[src/shared/sfl_params.svh]
// Constants for the synthesizer latch and power-down control block
`ifndef SFL_PARAMS_SVH
`define SFL_PARAMS_SVH
`define SFL_WORD_BITS    24
`define SFL_LATCH_RST    24'h000000
`define SFL_DEST_CTRL    2'h0
`define SFL_DEST_REF     2'h1
`define SFL_DEST_NCNT    2'h2
`define SFL_DEST_TEST    2'h3
`define SFL_SYNC_EDGES   2'h2
`define SFL_LOCK_FAST    3'h3
`define SFL_LOCK_PRECISE 3'h5
`endif

[src/shared/sfl_pkg.sv]
// Types for the synthesizer latch and power-down control block
package sfl_pkg;
    // Control latch layout, MSB first
    typedef struct packed {
        logic       prescale_sel_hi;
        logic       prescale_sel_lo;
        logic       pwrdn_sync_sel;
        logic       pwrdn_arm;
        logic [2:0] pump_current_two_sel;
        logic [2:0] pump_current_one_sel;
        logic       out_level_hi;
        logic       out_level_lo;
        logic       mute_until_locked;
        logic       pump_gain_sel;
        logic       pump_tristate;
        logic       pd_polarity;
        logic [2:0] mux_sel;
        logic       counter_reset;
        logic [1:0] core_level;
        logic       dest_sel_hi;
        logic       dest_sel_lo;
    } sfl_ctrl_s;
    // Reference divider latch layout
    typedef struct packed {
        logic [1:0]  reserved;
        logic        band_clk_div_hi;
        logic        band_clk_div_lo;
        logic        factory_test_flag;
        logic        lock_precision_sel;
        logic        antibacklash_width_hi;
        logic        antibacklash_width_lo;
        logic [13:0] ref_count;
        logic        dest_sel_hi;
        logic        dest_sel_lo;
    } sfl_ref_s;
    // N counter latch layout
    typedef struct packed {
        logic        div2_sel;
        logic        div2;
        logic        pump_gain;
        logic [12:0] b_count;
        logic        reserved;
        logic [4:0]  a_count;
        logic        dest_sel_hi;
        logic        dest_sel_lo;
    } sfl_ncnt_s;
    // Power-down effects driven to the rest of the chip
    typedef struct packed {
        logic powered_down;
        logic counter_load;
        logic pump_tristate;
        logic lock_rst;
        logic rf_out_en;
        logic ref_buf_en;
    } sfl_pd_s;
    // Power sequencing states
    typedef enum logic [1:0] {
        PS_INIT_PD,
        PS_RUN,
        PS_SYNC_WAIT,
        PS_SOFT_PD
    } sfl_pwr_e;
endpackage

[src/verilog/sfl_latch_ctrl.sv]
// Latch bank and power sequencing for the integer-N synthesizer digital core
`timescale 1ns/10ps
`include "sfl_params.svh"
module sfl_latch_ctrl (
    input  wire logic                   i_sys_clk,
    input  wire logic                   i_nrst,
    input  wire logic                   i_ser_clk,
    input  wire logic                   i_ser_data,
    input  wire logic                   i_load_strobe,
    input  wire logic                   i_chip_en,
    input  wire logic                   i_ref_cnt_out,
    input  wire logic                   i_pfd_tick,
    input  wire logic                   i_phase_err_small,
    input  wire logic                   i_phase_err_large,
    output sfl_pkg::sfl_pd_s            o_pd,
    output sfl_pkg::sfl_ctrl_s          o_ctrl,
    output sfl_pkg::sfl_ref_s           o_ref,
    output sfl_pkg::sfl_ncnt_s          o_ncnt,
    output logic [2:0]                  o_pump_current,
    output logic                        o_pump_gain,
    output logic [1:0]                  o_prescale_sel,
    output logic [1:0]                  o_out_level,
    output logic                        o_band_clk_tick,
    output logic                        o_band_sel_req,
    output logic                        o_lock_detect,
    output logic [`SFL_WORD_BITS-1:0]   o_test_word
);
    logic [`SFL_WORD_BITS-1:0] word;          // Last received word
    logic                      commit;        // One-cycle commit pulse
    logic [1:0]                dest;          // Destination select of word
    sfl_pkg::sfl_ctrl_s        wctrl;         // Word viewed as control latch
    sfl_pkg::sfl_ref_s         ctrl_ref_view; // Word viewed as reference latch
    sfl_pkg::sfl_ncnt_s        wncnt;         // Word viewed as N latch
    sfl_pkg::sfl_ctrl_s        ctrl_ff;       // Control latch
    sfl_pkg::sfl_ref_s         ref_ff;        // Reference divider latch
    sfl_pkg::sfl_ncnt_s        ncnt_ff;       // N counter latch
    logic [`SFL_WORD_BITS-1:0] test_ff;       // Factory test latch
    logic                      gain_ff;       // Latest written pump gain
    logic [1:0]                ce_sync_ff;    // Chip enable synchroniser
    logic                      ce_s;          // Synchronised chip enable
    logic                      ref_prev_ff;   // Reference output last cycle
    logic                      ref_rise;      // Reference output rising
    logic [1:0]                sync_cnt_ff;   // Reference edges since strobe
    logic [2:0]                band_cnt_ff;   // Band clock divider count
    sfl_pkg::sfl_pwr_e         state_ff;      // Power sequencing state
    sfl_pkg::sfl_pwr_e         nxt_state;
    logic                      nxt_down;      // Device will be powered down
    logic                      locked;        // Lock detector output
    sfl_pkg::sfl_ctrl_s        ctrl_eff;      // Control bits in force, a write this cycle included
    logic                      ctrl_hit;      // Control commit this cycle, any state

    // Selects for one of the four latches
    function automatic logic fn_hit(input logic [1:0] d, input logic [1:0] code);
        fn_hit = (d == code);
    endfunction

    // Last count value of the 1/2/4/8 band clock divider
    function automatic logic [2:0] fn_div_last(input logic hi, input logic lo);
        fn_div_last = 3'(({hi, lo} == 2'h0) ? 3'h0 : ((3'h1 << {hi, lo}) - 3'h1));
    endfunction

    sfl_shift_in u_shift (
        .i_sys_clk     (i_sys_clk),
        .i_nrst        (i_nrst),
        .i_ser_clk     (i_ser_clk),
        .i_ser_data    (i_ser_data),
        .i_load_strobe (i_load_strobe),
        .o_word        (word),
        .o_commit      (commit)
    );

    sfl_lock_detect u_lock (
        .i_sys_clk   (i_sys_clk),
        .i_nrst      (i_nrst),
        .i_clear     (o_pd.lock_rst),
        .i_precise   (ref_ff.lock_precision_sel),
        .i_pfd_tick  (i_pfd_tick),
        .i_err_small (i_phase_err_small),
        .i_err_large (i_phase_err_large),
        .o_locked    (locked)
    );

    assign wctrl         = sfl_pkg::sfl_ctrl_s'(word);
    assign ctrl_ref_view = sfl_pkg::sfl_ref_s'(word);
    assign wncnt         = sfl_pkg::sfl_ncnt_s'(word);
    assign dest          = {wctrl.dest_sel_hi, wctrl.dest_sel_lo};
    assign ctrl_hit      = commit & fn_hit(dest, `SFL_DEST_CTRL);
    assign ctrl_eff      = ctrl_hit ? wctrl : ctrl_ff;
    assign ce_s          = ce_sync_ff[1];
    assign ref_rise      = i_ref_cnt_out & ~ref_prev_ff;

    // Chip enable is a pin: two stages before use
    always_ff @(posedge i_sys_clk or negedge i_nrst) begin
        if (!i_nrst) begin
            ce_sync_ff  <= 2'h0;
            ref_prev_ff <= 1'b0;
        end else begin
            ce_sync_ff  <= {ce_sync_ff[0], i_chip_en};
            ref_prev_ff <= i_ref_cnt_out;
        end
    end

    // Latch commits; loads are taken even while powered down
    always_ff @(posedge i_sys_clk or negedge i_nrst) begin
        if (!i_nrst) begin
            ctrl_ff <= sfl_pkg::sfl_ctrl_s'(`SFL_LATCH_RST);
            ref_ff  <= sfl_pkg::sfl_ref_s'(`SFL_LATCH_RST);
            ncnt_ff <= sfl_pkg::sfl_ncnt_s'(`SFL_LATCH_RST);
            test_ff <= `SFL_LATCH_RST;
        end else if (commit) begin
            if (fn_hit(dest, `SFL_DEST_CTRL)) begin
                ctrl_ff <= wctrl;
            end
            if (fn_hit(dest, `SFL_DEST_REF)) begin
                ref_ff <= ctrl_ref_view;
            end
            if (fn_hit(dest, `SFL_DEST_NCNT)) begin
                ncnt_ff <= wncnt;
            end
            if (fn_hit(dest, `SFL_DEST_TEST)) begin
                test_ff <= word;
            end
        end
    end

    // Pump gain follows whichever latch wrote it last
    always_ff @(posedge i_sys_clk or negedge i_nrst) begin
        if (!i_nrst) begin
            gain_ff <= 1'b0;
        end else if (commit && fn_hit(dest, `SFL_DEST_CTRL)) begin
            gain_ff <= wctrl.pump_gain_sel;
        end else if (commit && fn_hit(dest, `SFL_DEST_NCNT)) begin
            gain_ff <= wncnt.pump_gain;
        end
    end

    // Power sequencing decision
    always_comb begin
        nxt_state = state_ff;
        if (ctrl_hit) begin
            // A control write re-decides the mode from its two bits; a synchronous request starts the wait only from PS_RUN
            if (!wctrl.pwrdn_arm) begin
                nxt_state = sfl_pkg::PS_RUN;
            end else if (!wctrl.pwrdn_sync_sel) begin
                nxt_state = sfl_pkg::PS_SOFT_PD;
            end else if (state_ff == sfl_pkg::PS_RUN) begin
                nxt_state = sfl_pkg::PS_SYNC_WAIT;
            end
        end else begin
            unique case (state_ff)
                sfl_pkg::PS_INIT_PD: nxt_state = sfl_pkg::PS_INIT_PD;
                sfl_pkg::PS_RUN:     nxt_state = sfl_pkg::PS_RUN;
                sfl_pkg::PS_SYNC_WAIT: begin
                    // Second reference edge after the strobe ends the wait
                    if (ref_rise && (sync_cnt_ff == `SFL_SYNC_EDGES - 2'h1)) begin
                        nxt_state = sfl_pkg::PS_SOFT_PD;
                    end
                end
                sfl_pkg::PS_SOFT_PD: nxt_state = sfl_pkg::PS_SOFT_PD;
            endcase
        end
        // Chip enable low wins over both programmed bits
        nxt_down = !ce_s || (nxt_state == sfl_pkg::PS_INIT_PD) || (nxt_state == sfl_pkg::PS_SOFT_PD);
    end

    // State register
    always_ff @(posedge i_sys_clk or negedge i_nrst) begin
        if (!i_nrst) begin
            state_ff <= sfl_pkg::PS_INIT_PD;
        end else begin
            state_ff <= nxt_state;
        end
    end

    // Reference edges counted from the strobe that armed the wait
    always_ff @(posedge i_sys_clk or negedge i_nrst) begin
        if (!i_nrst) begin
            sync_cnt_ff <= 2'h0;
        end else if (state_ff != sfl_pkg::PS_SYNC_WAIT) begin
            sync_cnt_ff <= 2'h0;
        end else if (ref_rise) begin
            sync_cnt_ff <= sync_cnt_ff + 2'h1;
        end
    end

    // Power-down effects, registered so they share one edge
    always_ff @(posedge i_sys_clk or negedge i_nrst) begin
        if (!i_nrst) begin
            o_pd <= '{powered_down: 1'b1, counter_load: 1'b1, pump_tristate: 1'b1,
                      lock_rst: 1'b1, rf_out_en: 1'b0, ref_buf_en: 1'b0};
        end else begin
            o_pd.powered_down  <= nxt_down;
            o_pd.counter_load  <= nxt_down || ctrl_eff.counter_reset;
            o_pd.pump_tristate <= nxt_down || ctrl_eff.pump_tristate;
            o_pd.lock_rst      <= nxt_down;
            o_pd.ref_buf_en    <= !nxt_down;
            // New mute bit counts at once, else RF would glow for a cycle on power-up
            o_pd.rf_out_en     <= !nxt_down && (!ctrl_eff.mute_until_locked || locked);
        end
    end

    // Band clock divider; held at load while down
    always_ff @(posedge i_sys_clk or negedge i_nrst) begin
        if (!i_nrst) begin
            band_cnt_ff     <= 3'h0;
            o_band_clk_tick <= 1'b0;
        end else if (o_pd.powered_down) begin
            band_cnt_ff     <= 3'h0;
            o_band_clk_tick <= 1'b0;
        end else begin
            o_band_clk_tick <= 1'b0;
            if (ref_rise) begin
                if (band_cnt_ff >= fn_div_last(ref_ff.band_clk_div_hi, ref_ff.band_clk_div_lo)) begin
                    band_cnt_ff     <= 3'h0;
                    o_band_clk_tick <= 1'b1;
                end else begin
                    band_cnt_ff <= band_cnt_ff + 3'h1;
                end
            end
        end
    end

    // Band search only on an N write; power-up keeps the old band
    always_ff @(posedge i_sys_clk or negedge i_nrst) begin
        if (!i_nrst) begin
            o_band_sel_req <= 1'b0;
        end else begin
            o_band_sel_req <= commit && fn_hit(dest, `SFL_DEST_NCNT);
        end
    end

    // Latch contents onto the analog side
    always_ff @(posedge i_sys_clk or negedge i_nrst) begin
        if (!i_nrst) begin
            o_ctrl         <= sfl_pkg::sfl_ctrl_s'(`SFL_LATCH_RST);
            o_ref          <= sfl_pkg::sfl_ref_s'(`SFL_LATCH_RST);
            o_ncnt         <= sfl_pkg::sfl_ncnt_s'(`SFL_LATCH_RST);
            o_pump_current <= 3'h0;
            o_pump_gain    <= 1'b0;
            o_prescale_sel <= 2'h0;
            o_out_level    <= 2'h0;
            o_lock_detect  <= 1'b0;
            o_test_word    <= `SFL_LATCH_RST;
        end else begin
            o_ctrl         <= ctrl_ff;
            o_ref          <= ref_ff;
            o_ncnt         <= ncnt_ff;
            // Gain picks setting two or one
            o_pump_current <= gain_ff ? ctrl_ff.pump_current_two_sel : ctrl_ff.pump_current_one_sel;
            o_pump_gain    <= gain_ff;
            o_prescale_sel <= {ctrl_ff.prescale_sel_hi, ctrl_ff.prescale_sel_lo};
            o_out_level    <= {ctrl_ff.out_level_hi, ctrl_ff.out_level_lo};
            o_lock_detect  <= locked;
            // Test contents are invisible unless the flag is set
            o_test_word    <= ref_ff.factory_test_flag ? test_ff : `SFL_LATCH_RST;
        end
    end

    property p_ctrl_commit;
        @(posedge i_sys_clk) disable iff (!i_nrst)
        ctrl_hit |=> (ctrl_ff == $past(wctrl)) ##1 (o_ctrl == $past(wctrl, 2));
    endproperty
    a_ctrl_commit: assert property (p_ctrl_commit) else $error("control latch not loaded");

    property p_ref_commit;
        @(posedge i_sys_clk) disable iff (!i_nrst)
        (commit && dest == `SFL_DEST_REF) |=> (ref_ff == $past(ctrl_ref_view)) && (ctrl_ff == $past(ctrl_ff));
    endproperty
    a_ref_commit: assert property (p_ref_commit) else $error("reference latch not loaded");

    property p_init_up;
        @(posedge i_sys_clk) disable iff (!i_nrst)
        (state_ff == sfl_pkg::PS_INIT_PD && ctrl_hit && !wctrl.pwrdn_arm && ce_s) |=> !o_pd.powered_down;
    endproperty
    a_init_up: assert property (p_init_up) else $error("control write did not power up");

    property p_async_pd;
        @(posedge i_sys_clk) disable iff (!i_nrst)
        (ctrl_hit && wctrl.pwrdn_arm && !wctrl.pwrdn_sync_sel) |=> o_pd.powered_down && o_pd.lock_rst;
    endproperty
    a_async_pd: assert property (p_async_pd) else $error("asynchronous power-down late");

    property p_sync_pd;
        @(posedge i_sys_clk) disable iff (!i_nrst)
        (state_ff == sfl_pkg::PS_SYNC_WAIT && ce_s && !commit) |=>
            (o_pd.powered_down == ($past(ref_rise) && ($past(sync_cnt_ff) == `SFL_SYNC_EDGES - 2'h1)));
    endproperty
    a_sync_pd: assert property (p_sync_pd) else $error("synchronous power-down timing wrong");

    property p_ce_off;
        @(posedge i_sys_clk) disable iff (!i_nrst)
        !ce_s |=> o_pd.powered_down && !o_pd.rf_out_en;
    endproperty
    a_ce_off: assert property (p_ce_off) else $error("chip enable low did not disable");

    property p_pd_effects;
        @(posedge i_sys_clk) disable iff (!i_nrst)
        o_pd.powered_down |-> o_pd.counter_load && o_pd.pump_tristate && o_pd.lock_rst
            && !o_pd.rf_out_en && !o_pd.ref_buf_en;
    endproperty
    a_pd_effects: assert property (p_pd_effects) else $error("power-down effects incomplete");

    property p_mute;
        @(posedge i_sys_clk) disable iff (!i_nrst)
        o_pd.rf_out_en |-> ($past(locked) || !ctrl_ff.mute_until_locked);
    endproperty
    a_mute: assert property (p_mute) else $error("RF enabled before lock");

    property p_gain;
        @(posedge i_sys_clk) disable iff (!i_nrst)
        ##1 (o_pump_current == ($past(gain_ff) ? $past(ctrl_ff.pump_current_two_sel)
                                               : $past(ctrl_ff.pump_current_one_sel)));
    endproperty
    a_gain: assert property (p_gain) else $error("wrong pump current setting");

    property p_test_hidden;
        @(posedge i_sys_clk) disable iff (!i_nrst)
        (!ref_ff.factory_test_flag) |=> (o_test_word == `SFL_LATCH_RST);
    endproperty
    a_test_hidden: assert property (p_test_hidden) else $error("test latch leaked");
endmodule

[src/verilog/sfl_lock_detect.sv]
// Digital lock detector: consecutive small-error cycles, drop on large error
`timescale 1ns/10ps
`include "sfl_params.svh"
module sfl_lock_detect (
    input  wire logic i_sys_clk,
    input  wire logic i_nrst,
    input  wire logic i_clear,
    input  wire logic i_precise,
    input  wire logic i_pfd_tick,
    input  wire logic i_err_small,
    input  wire logic i_err_large,
    output logic      o_locked
);
    logic [2:0] run_ff;   // Consecutive good cycles, saturating
    logic [2:0] need;     // Cycles needed for lock

    assign need = i_precise ? `SFL_LOCK_PRECISE : `SFL_LOCK_FAST;

    // Count good cycles; a bad one restarts the run
    always_ff @(posedge i_sys_clk or negedge i_nrst) begin
        if (!i_nrst) begin
            run_ff   <= 3'h0;
            o_locked <= 1'b0;
        end else if (i_clear) begin
            run_ff   <= 3'h0;
            o_locked <= 1'b0;
        end else if (i_pfd_tick) begin
            if (i_err_small) begin
                // Saturate so a long lock does not wrap
                run_ff <= (run_ff == need) ? run_ff : run_ff + 3'h1;
                if (run_ff + 3'h1 >= need) begin
                    o_locked <= 1'b1;
                end
            end else begin
                run_ff <= 3'h0;
                // Once set, only a large error or a clear drops lock
                if (i_err_large) begin
                    o_locked <= 1'b0;
                end
            end
        end
    end
endmodule

[src/verilog/sfl_shift_in.sv]
// Serial word receiver: pin synchronisers, 24-bit shifter, commit on load strobe
`timescale 1ns/10ps
`include "sfl_params.svh"
module sfl_shift_in (
    input  wire logic                      i_sys_clk,
    input  wire logic                      i_nrst,
    input  wire logic                      i_ser_clk,
    input  wire logic                      i_ser_data,
    input  wire logic                      i_load_strobe,
    output logic [`SFL_WORD_BITS-1:0]      o_word,
    output logic                           o_commit
);
    logic [2:0]                 clk_sync_ff;  // Stage 0 feeds stage 1 only
    logic [1:0]                 dat_sync_ff;  // Data follows clock by same depth
    logic [2:0]                 le_sync_ff;   // Load strobe synchroniser
    logic [`SFL_WORD_BITS-1:0]  shift_ff;     // Input shift register
    logic                       clk_rise;
    logic                       le_rise;

    // Edges are taken from stages 1 and 2 only
    assign clk_rise = clk_sync_ff[1] & ~clk_sync_ff[2];
    assign le_rise  = le_sync_ff[1] & ~le_sync_ff[2];

    // Pin synchronisers
    always_ff @(posedge i_sys_clk or negedge i_nrst) begin
        if (!i_nrst) begin
            clk_sync_ff <= 3'h0;
            dat_sync_ff <= 2'h0;
            le_sync_ff  <= 3'h0;
        end else begin
            clk_sync_ff <= {clk_sync_ff[1:0], i_ser_clk};
            dat_sync_ff <= {dat_sync_ff[0], i_ser_data};
            le_sync_ff  <= {le_sync_ff[1:0], i_load_strobe};
        end
    end

    // MSB first, one bit per serial clock rise; never gated by power-down
    always_ff @(posedge i_sys_clk or negedge i_nrst) begin
        if (!i_nrst) begin
            shift_ff <= `SFL_LATCH_RST;
        end else if (clk_rise) begin
            shift_ff <= {shift_ff[`SFL_WORD_BITS-2:0], dat_sync_ff[1]};
        end
    end

    // Word handed over only on the load strobe rise
    always_ff @(posedge i_sys_clk or negedge i_nrst) begin
        if (!i_nrst) begin
            o_word   <= `SFL_LATCH_RST;
            o_commit <= 1'b0;
        end else begin
            o_commit <= le_rise;
            if (le_rise) begin
                o_word <= shift_ff;
            end
        end
    end
endmodule
[config.mk]
export PLATFORM = sky130hd
export DESIGN_NAME = sfl_latch_ctrl
export DESIGN_NICKNAME = d
export VERILOG_FILES = /design/src/shared/sfl_pkg.sv /design/src/verilog/sfl_latch_ctrl.sv /design/src/verilog/sfl_lock_detect.sv /design/src/verilog/sfl_shift_in.sv
export VERILOG_INCLUDE_DIRS = /design/src /design/src/shared
export SDC_FILE = /design/constraint.sdc
export NUM_CORES = 1
export LEC_CHECK = 0
export BUFFER_PORTS_ARGS = -buffer_cell sky130_fd_sc_hd__buf_4
export CAP_MARGIN = 0
export CELL_PAD_IN_SITES_DETAIL_PLACEMENT = 0
export CELL_PAD_IN_SITES_GLOBAL_PLACEMENT = 2
export CORE_UTILIZATION = 45
export CTS_BUF_LIST = sky130_fd_sc_hd__clkbuf_16
export DETAILED_ROUTE_END_ITERATION = 16
export MAX_ROUTING_LAYER = met4
export PLACE_DENSITY_LB_ADDON = 0.1
export SLEW_MARGIN = 20
export SYNTH_ARGS = -nofsm -noshare
export SYNTH_HDL_FRONTEND = slang
export SYNTH_SLANG_ARGS = --single-unit
[constraint.sdc]
create_clock -name i_sys_clk -period 4.05 [get_ports i_sys_clk]
set_input_delay 0.2025 -clock i_sys_clk [delete_from_list [all_inputs] [get_ports i_sys_clk]]
set_output_delay 0.2025 -clock i_sys_clk [all_outputs]
set_load 0.005 [all_outputs]
# Yosys cells after proc, flatten, opt, wreduce, memory -nomap -nowiden
# Cells that the tools add are included.
# totals
regBits	280
out_inout_bits	113
elab_cells	181
# classes
eq_ne	12
reduce_logical	27
order_cmp	2
shifts	1
muxes	30
n_bitwise	7
addsub	4
# ops
cell	count
3-bit 2-to-1 mux	10
24-bit 2-to-1 mux	1
2-bit 2-to-1 mux	7
12-bit 2-to-1 mux	1
2-bit == test (second input constant)	5
1-bit 2-to-1 mux	10
2-bit AND reduction	5
2-bit zero test	4
2-bit one-hot mux with 4 select lines	1
2-bit nonzero test	4
3-bit by 1-bit adder with 3-bit output (second input constant)	2
2-bit by 1-bit == test with 1-bit output (second input constant)	3
3-bit >= comparator	2
1-bit logical OR	5
1-bit AND	4
1-bit logical AND	4
3-bit == test	1
1-bit zero test	3
3-bit by 1-bit inequality test with 1-bit output (second input constant)	1
3-bit inequality test (second input constant)	1
1-bit inverter	3
3-bit AND reduction	1
3-bit nonzero test	1
1-bit by 2-bit left shift with 3-bit output (first input constant)	1
3 further kinds	3

# Logic depth before layout (Yosys ltp)
# Gate-level depths: netlist of run 1.
# logic_depth
depth_word	11
depth_mapped	7
depth_no_buf	6

# By module
# A second synthesis of run 1 with hierarchy kept.
# unflattened
hier_cells	614
area_unflattened_um2	9708.1
# by_module_without_submodules
mod	cells_per_inst	n_inst	seq_area_each_um2	area_per_inst_um2
sfl_latch_ctrl	465	1	5383.9	7124.3
sfl_shift_in	113	1	1426.4	2243.4
sfl_lock_detect	36	1	100.1	340.3

# Worst setup path after synthesis of run 1
# Ideal clock, no wire load.
# synth_path
path_type	reg-to-reg
startpoint	reg ref_ff[21] (netlist name)
endpoint	reg band_cnt_ff[0]
stages_incl_launch_ff	7
t_required_ns	3.972
n_path_buf	0
arrival_ns	1.548
setup_slack_ns	2.425
synth_period_minus_slack_ns	1.625
cell_sequence	dfrtp_1 > or2_2 > ha_1 > nand2b_1 > a31oi_1 > nand3_1 > a21oi_1
# synth_between
elab_chain_len	7
elab_cells_between_ends	8
classes_between	add/sub (1); order compare (1); shift (1); mux (4); reduce/logical (1)
# synth_lines
item	line_no	text
start, declared	sfl_latch_ctrl.sv:35	sfl_pkg::sfl_ref_s ref_ff;
start signal, assigned	sfl_latch_ctrl.sv:107	ref_ff <= sfl_pkg::sfl_ref_s'(`SFL_LATCH_RST);
start signal, assigned	sfl_latch_ctrl.sv:115	ref_ff <= ctrl_ref_view;
1-bit by 2-bit left shift with 3-bit output	sfl_latch_ctrl.sv:59	fn_div_last = 3'(({hi, lo} == 2'h0) ? 3'h0 : ((3'h1 << {hi, lo}) - 3'h1));
3-bit by 1-bit subtractor with 3-bit output	sfl_latch_ctrl.sv:59	
3-bit 2-to-1 mux (*)	sfl_latch_ctrl.sv:59	
3-bit >= comparator (*)	sfl_latch_ctrl.sv:213	if (band_cnt_ff >= fn_div_last(ref_ff.band_clk_div_hi, ref_ff.band_clk_div_lo)) begin
3-bit 2-to-1 mux (*)	sfl_latch_ctrl.sv:213	
3-bit 2-to-1 mux (*)	sfl_latch_ctrl.sv:212	if (ref_rise) begin
3-bit 2-to-1 mux (*)	sfl_latch_ctrl.sv:207	end else if (o_pd.powered_down) begin
end signal, assigned	sfl_latch_ctrl.sv:217	band_cnt_ff <= band_cnt_ff + 3'h1;
end, declared	sfl_latch_ctrl.sv:44	logic [2:0] band_cnt_ff;
# Every way passes the cells marked *; elsewhere a longest branch is shown, timed or not. The select of a mux whose other input is x is not followed.
# A chain may end at the register's enable or synchronous reset.

# Worst setup path after layout of run 1
# layout_path
startpoint	reg u_shift.o_word[1]
endpoint	reg ctrl_ff[13] (netlist name)
# layout_between
elab_chain_len	2
# layout_lines
item	line_no	text
start, declared	sfl_shift_in.sv:10	output logic [`SFL_WORD_BITS-1:0] o_word,
start signal, assigned	sfl_shift_in.sv:49	o_word <= `SFL_LATCH_RST;
start signal, assigned	sfl_shift_in.sv:54	o_word <= shift_ff;
2-bit zero test	sfl_latch_ctrl.sv:54	fn_hit = (d == code);
2-bit AND reduction (no source line)	n/a	
end signal, assigned	sfl_latch_ctrl.sv:106	ctrl_ff <= sfl_pkg::sfl_ctrl_s'(`SFL_LATCH_RST);
end signal, assigned	sfl_latch_ctrl.sv:112	ctrl_ff <= wctrl;
end, declared	sfl_latch_ctrl.sv:34	sfl_pkg::sfl_ctrl_s ctrl_ff;
# Every way passes these cells.

==> metrics.md, run 1 <==
| Metric | Value |
|---|---|
| Most common cell after layout, fill and taps aside | `dfrtp_1` |
| CP max-delay cell | `nor3b_4` |
| Register area share after synthesis | `0.723` |
| CP Class | `reg2reg` |
| Layout Skew | `0.0102 ns` |
| Dpl cells | `945` |
| GRT overflow | `0` |
| Via count of the routed design | `4819` |
| Core Box Area | `20600 µm²` |
| Final Max Tran Viols | `0` |
| Worst R2R Path Depth | `3` |
| RSZ-0062 raised after global routing | `no` |
| Worst-Skew Late Latency | `0.52 ns` |
| Hold Path Stages | `3` |
| Row count | `52` |
| Synthesized net count | `592` |
| Critical path endpoint category | `register` |
| Final worst path period share | `0.537` |
| Yosys cell types | `46` |
| CP Launch Type | `register` |
| Global-route wire length before repair | `28300 µm` |
| R2R Setup Slk | `1.87 ns` |
| Status | `finished clean` |
| Number of global-route vias before repair | `5147` |
| Layout cell share with drive strength beyond 1 | `0.417` |
| Die span in y | `148 µm` |
| Critical path arrival | `2.57 ns` |
| EDFF count, synth | `0` |
| Mapped Area | `9560 µm²` |
| Worst slew pin tran | `0.946 ns` |
| Number of nets in the layout | `729` |
| Switch share | `0.244` |
| IO Count | `123` |
| CTS tree | `yes` |
| Most frequent cells in the layout | `dfrtp_1, buf_4, mux2_2, clkbuf_16, and2_1` |
| Crit path launch | `u_shift.o_word[1]` |
| Comb power frac | `0.130` |
| Syn avg cell area | `16.7 µm²` |
| Finish-stage setup viols | `0` |
| Flop pwr share | `0.540` |
| Hold slack | `0.0197 ns` |
| Reg-to-Reg Start | `u_shift.o_word[1]` |
| Hold violation count in the final report | `0` |
| Switching Power | `0.00166 W` |
| Endpoint, Worst Hold | `u_lock.run_ff[1]` |
| DRC viols | `0` |
| Clk pwr share | `0.330` |
| Worst-path cell chain | `nor3b_4 > buf_4 > mux2_2` |
| Leakage power | `5.86 nW` |
| Total power | `0.00680 W` |
| Footprint of the multi-input gates | `2410 µm²` |
| Area of the die | `21800 µm²` |
| Synth Flop Type | `dfrtp_1` |
| Fin crit period | `2.18 ns` |
| Inserted Clock Buffers | `27` |
| Cell internal pwr | `0.00514 W` |
| Post-Route WL | `17000 µm` |
| DR pass1 iterations | `4` |
| HP Class | `in2reg` |
| Seq. cell area | `6910 µm²` |
| CP peak stage delay | `0.74 ns` |
| Area Growth Syn to Fin | `20.6%` |
| Clock Pin Slew Worst Setup and Hold Paths | `0.06 ns` |
| Synth async-reset ratio | `1.00` |
| CTS resizes | `0` |
| DR vias/cell | `4.81` |
| Initial Util | `0.465` |
| Die W | `148 µm` |
| DRT iter0 DRCs | `141` |
| DR WL/cell | `16.9 µm` |
| Post-Synthesis Cells | `574` |
| Max Cap Violations | `0` |
| Crit Reg-Reg Endpoint | `ctrl_ff[13]` |
| Slew HR | `0.370` |
| H-tree levels | `1` |
| Bufs on Longest Clock Path | `3` |
| Largest net degree at the start of global routing | `131` |
| Largest fanout on the critical path | `16` |
| HP Start | `i_phase_err_small` |
| Initial antenna violation count | `0` |
| # fillers | `1703` |
| Post-CTS setup buffer count | `0` |
| GP Congestion | `0.695` |
| Max Fclk | `460 MHz` |
| HPWL Detailed | `10400 µm` |
| Sum Neg Setup Slack | `0 ns` |
| YS warnings | `0` |
| Critical Path RT | `4.45 ns` |
| Total GRT Usage | `0.171` |
| Final ANT Viol Nets | `0` |
| CTS root buffer | `clkbuf_16` |
| Non-Filler Instances | `1002` |
| Port Buffers | `122` |
| Peak supply drop | `0.000360 V` |
| Clock sinks | `276` |
| Final core utilization | `0.561` |
| Yosys reg bits | `276` |
| Quantity of hold-fixing buffers added after cts | `7` |
| Pwr Density | `589 nW/µm²` |
## worst max-delay path: cells and delay by family, from the launching register on
family / cells / cell delay, ns
simple gates: 1 / 0.74
buf+inv: 1 / 0.43
flops: 1 / 0.50
mux: 1 / 0.37
## worst max path at each step
stage | slack (ns) | end | depth (start not counted)
after global routing | 1.74 | ctrl_ff[8] | 3
after detailed placement | 1.86 | ctrl_ff[16] | 3
final | 1.87 | ctrl_ff[13] | 3
after floorplan | 2.42 | band_cnt_ff[0] | 6
after CTS | 1.85 | ctrl_ff[16] | 3
after global placement | 1.91 | ctrl_ff[16] | 3
## logic make-up (layout without fill, tap and decap cells)
| logic type | count (synthesis) | after routing | share of synthesized area |
|---|---|---|---|
| AOI/OAI and AO/OA | 35 | 35 | 0.0226 |
| xor gates and xnor gates | 3 | 3 | 0.00275 |
| adders and majority gates | 8 | 8 | 0.0105 |
| buffers and inverters | 37 | 194 | 0.0264 |
| DFF | 276 | 276 | 0.723 |
| muxes | 134 | 134 | 0.163 |
| other | 0 | 1 | 0 |
| and+or+nand+nor | 81 | 81 | 0.0523 |
## stage by stage
stage | cell area, µm² | setup WS [ns]
finish | 11500 | 1.87
global route | 11500 | 1.74
CTS | 11500 | 1.85
detailed placement | 10700 | 1.86
global placement | 10700 | 1.91
floorplan | 9560 | 2.42
## power by group through the flow
stage	clock network (W)	logic, W	registers [W]
after detailed placement	0	0.000897	0.00373
after CTS	0.00231	0.000909	0.00369
after global routing	0.00244	0.000974	0.00376
final	0.00224	0.000883	0.00367
after global placement	0	0.000875	0.00372
after floorplan	0	0.000506	0.00359
## cell type report
type,count,share of cell area
sequential,276,0.599
multi-input combinational,261,0.209
timing repair buffer,133,0.0898
clock buffer,27,0.0586
tap,270,0.0293
clock inverter,22,0.0105
inverter,12,0.00390
antenna,1,0.000217
## routing by layer
metal,part of all wire,vias up,track usage
met4,0.019,0,0.0474
met3,0.044,25,0.0312
met1,0.46,2477,0.230
met2,0.48,97,0.270
li1,-,2220,-
met5,0,-,-
## Yosys cell counts, types with 2 or more instances
| cell | n | area share |
|---|---|---|
| nor2b_1 | 7 | 0.0046 |
| buf_12 | 2 | 0.0042 |
| dfrtp_1 | 273 | 0.71 |
| buf_4 | 6 | 0.0047 |
| dfstp_2 | 3 | 0.0082 |
| nand3_1 | 3 | 0.0016 |
| ha_1 | 8 | 0.010 |
| buf_2 | 5 | 0.0026 |
| and2_1 | 26 | 0.017 |
| buf_6 | 7 | 0.0082 |
| o21ai_0 | 10 | 0.0052 |
| mux2_2 | 117 | 0.14 |
| mux2_4 | 14 | 0.022 |
| nand2b_1 | 12 | 0.0078 |
| a21oi_1 | 10 | 0.0052 |
| a211oi_1 | 2 | 0.0016 |
| a21o_1 | 2 | 0.0016 |
| nand2_1 | 17 | 0.0067 |
| mux2i_1 | 3 | 0.0031 |
| inv_1 | 12 | 0.0047 |
| clkbuf_1 | 4 | 0.0016 |
| nor2_1 | 6 | 0.0024 |
| xnor2_1 | 2 | 0.0018 |
(Power assumes the default switching activity.)
==> run 2: changes to the inputs <==
--- a/config.mk
+++ b/config.mk
@@ -10,7 +10,7 @@
 export CAP_MARGIN = 0
 export CELL_PAD_IN_SITES_DETAIL_PLACEMENT = 0
 export CELL_PAD_IN_SITES_GLOBAL_PLACEMENT = 2
-export CORE_UTILIZATION = 45
+export CORE_UTILIZATION = 41
 export CTS_BUF_LIST = sky130_fd_sc_hd__clkbuf_16
 export DETAILED_ROUTE_END_ITERATION = 16
 export MAX_ROUTING_LAYER = met4
==> constraint.sdc (replaced) <==
create_clock -name i_sys_clk -period 2.1 [get_ports i_sys_clk]
set_input_delay 0.105 -clock i_sys_clk [delete_from_list [all_inputs] [get_ports i_sys_clk]]
set_output_delay 0.105 -clock i_sys_clk [all_outputs]
set_load 0.005 [all_outputs]
==> metrics.md, run 2 (synthesized netlist as in run 1, its figures left out) <==
| Metric | Value |
|---|---|
| Status | `finished clean` |
| Fin crit period | `1.80 ns` |
| Area Growth Syn to Fin | `24.1%` |
| GRT overflow | `0` |
| Antenna diodes | `0` |
| Most common cell after layout, fill and taps aside | `dfrtp_1` |
| Total GRT Usage | `0.157` |
| Worst-path cell chain | `or2_2 > ha_1 > nand2b_1 > a31oi_1 > nand3_1 > a21oi_1` |
| DRC viols | `0` |
| Clock Pin Slew Worst Setup and Hold Paths | `0.06 ns` |
| Final Max Tran Viols | `0` |
| Cell internal pwr | `0.0106 W` |
| Worst-Skew Late Latency | `0.53 ns` |
| IO Count | `123` |
| Die W | `155 µm` |
| CP Class | `reg2reg` |
| DR WL/cell | `16.5 µm` |
| H-tree levels | `1` |
| HP Class | `in2async` |
| Peak supply drop | `0.000659 V` |
| Switch share | `0.236` |
| DR pass1 iterations | `4` |
| Quantity of hold-fixing buffers added after cts | `9` |
| Number of global-route vias before repair | `5295` |
| Number of nets in the layout | `740` |
| Bufs on Longest Clock Path | `3` |
| Layout cell share with drive strength beyond 1 | `0.429` |
| Clock sinks | `276` |
| Critical path endpoint category | `register` |
| Post-CTS setup buffer count | `0` |
| Largest net degree at the start of global routing | `71` |
| Hold violation count in the final report | `0` |
| Place WS | `0.316 ns` |
| Max Cap Violations | `0` |
| Die span in y | `155 µm` |
| Row count | `55` |
| Port Buffers | `122` |
| Final worst slack | `0.302 ns` |
| Comb power frac | `0.124` |
| Post-Route WL | `17400 µm` |
| Reg-to-Reg Start | `ref_ff[21]` |
| CTS resizes | `0` |
| Critical Path RT | `2.55 ns` |
| Max Fclk | `556 MHz` |
| Worst slew pin tran | `0.712 ns` |
| Crit Reg-Reg Endpoint | `band_cnt_ff[1]` |
| CTS tree | `yes` |
| Initial Util | `0.420` |
| Area of the die | `23900 µm²` |
| Critical path arrival | `2.25 ns` |
| Sum Neg Setup Slack | `0 ns` |
| Finish-stage setup viols | `0` |
| DR vias/cell | `4.59` |
| Slew HR | `0.525` |
| Global-route wire length before repair | `28500 µm` |
| Switching Power | `0.00328 W` |
| CP max-delay cell | `dfrtp_1` |
| CP peak stage delay | `0.41 ns` |
| # fillers | `1920` |
| R2R Setup Slk | `0.30 ns` |
| Initial antenna violation count | `0` |
| Final worst path period share | `0.856` |
| Crit path max-delay family | `simple AND/OR/NAND/NOR gates` |
| RSZ-0062 raised after global routing | `no` |
| CTS root buffer | `clkbuf_16` |
| Leakage power | `5.99 nW` |
| Final ANT Viol Nets | `0` |
| Layout Skew | `0.0131 ns` |
| CP Launch Type | `register` |
| Pwr Density | `1170 nW/µm²` |
| Largest fanout on the critical path | `5` |
| Worst Path Buf+Inv | `0` |
| Inserted Clock Buffers | `29` |
| Via count of the routed design | `4852` |
| Most frequent cells in the layout | `dfrtp_1, buf_4, mux2_2, clkbuf_16, and2_1` |
| DRT iter0 DRCs | `147` |
| Total power | `0.0139 W` |
| Worst R2R Path Depth | `6` |
| Flop pwr share | `0.510` |
| Core Box Area | `22800 µm²` |
| HPWL Detailed | `11100 µm` |
| GP Congestion | `0.721` |
| Clk pwr share | `0.365` |
-- run 2: cell count changes in the layout (fill, tap and decap cells not counted) --
| cell | change |
|---|---|
| diode_2 | -1 |
| buf_12 | +3 |
| dfrtp_2 | -1 |
| nand2b_2 | +1 |
| inv_1 | -3 |
| buf_4 | +4 |
| dfrtp_1 | +1 |
| nand2b_1 | -1 |
| bufinv_16 | +4 |
| dlygate4sd3_1 | +2 |
| clkbuf_16 | +2 |
| inv_6 | +1 |
-- run 2: area by class of cell --
type	instances	area (µm²)	share of cell area
clock buffer	29	726	0.0611
clock inverter	24	239	0.0201
tap	313	392	0.0330
inverter	12	45.0	0.00380
multi-input combinational	261	2410	0.203
sequential	276	6910	0.582
timing repair buffer	142	1150	0.0966
-- run 2: per-stage QoR --
stage	area, µm²	utilization	hold WS [ns]	cells
3_5_place_dp	10800	0.475	0.120	995
5_1_grt	11900	0.521	0.190	1057
2_1_floorplan	9560	-	-0.191	574
6_report	11900	0.521	0.144	1057
3_3_place_gp	10800	0.475	0.114	995
4_1_cts	11900	0.521	0.149	1057
-- run 2: power by group through the flow --
stage	Sequential, W	Combinational (W)	Clock, W
after floorplan	0.00693	0.000976	0
after global placement	0.00715	0.00170	0
after detailed placement	0.00719	0.00175	0
after CTS	0.00711	0.00177	0.00526
after global routing	0.00725	0.00189	0.00550
final	0.00708	0.00172	0.00507
-- run 2: worst max-delay path by stage --
stage                          start             end  slack [ns]  cells past startpoint
after global routing      ref_ff[21]  band_cnt_ff[1]        0.12                      6
after floorplan           ref_ff[21]  band_cnt_ff[0]        0.47                      6
after detailed placement  ref_ff[21]  band_cnt_ff[1]        0.32                      6
final                     ref_ff[21]  band_cnt_ff[1]        0.30                      6
after global placement    ref_ff[21]  band_cnt_ff[0]        0.38                      6
after CTS                 ref_ff[21]  band_cnt_ff[1]        0.30                      6
-- run 2: layer usage --
layer	up-vias	share of wire	GRT usage
li1	2242	-	-
met1	2478	0.45	0.204
met2	108	0.49	0.253
met3	24	0.045	0.0297
met4	0	0.015	0.0467
met5	-	0	-
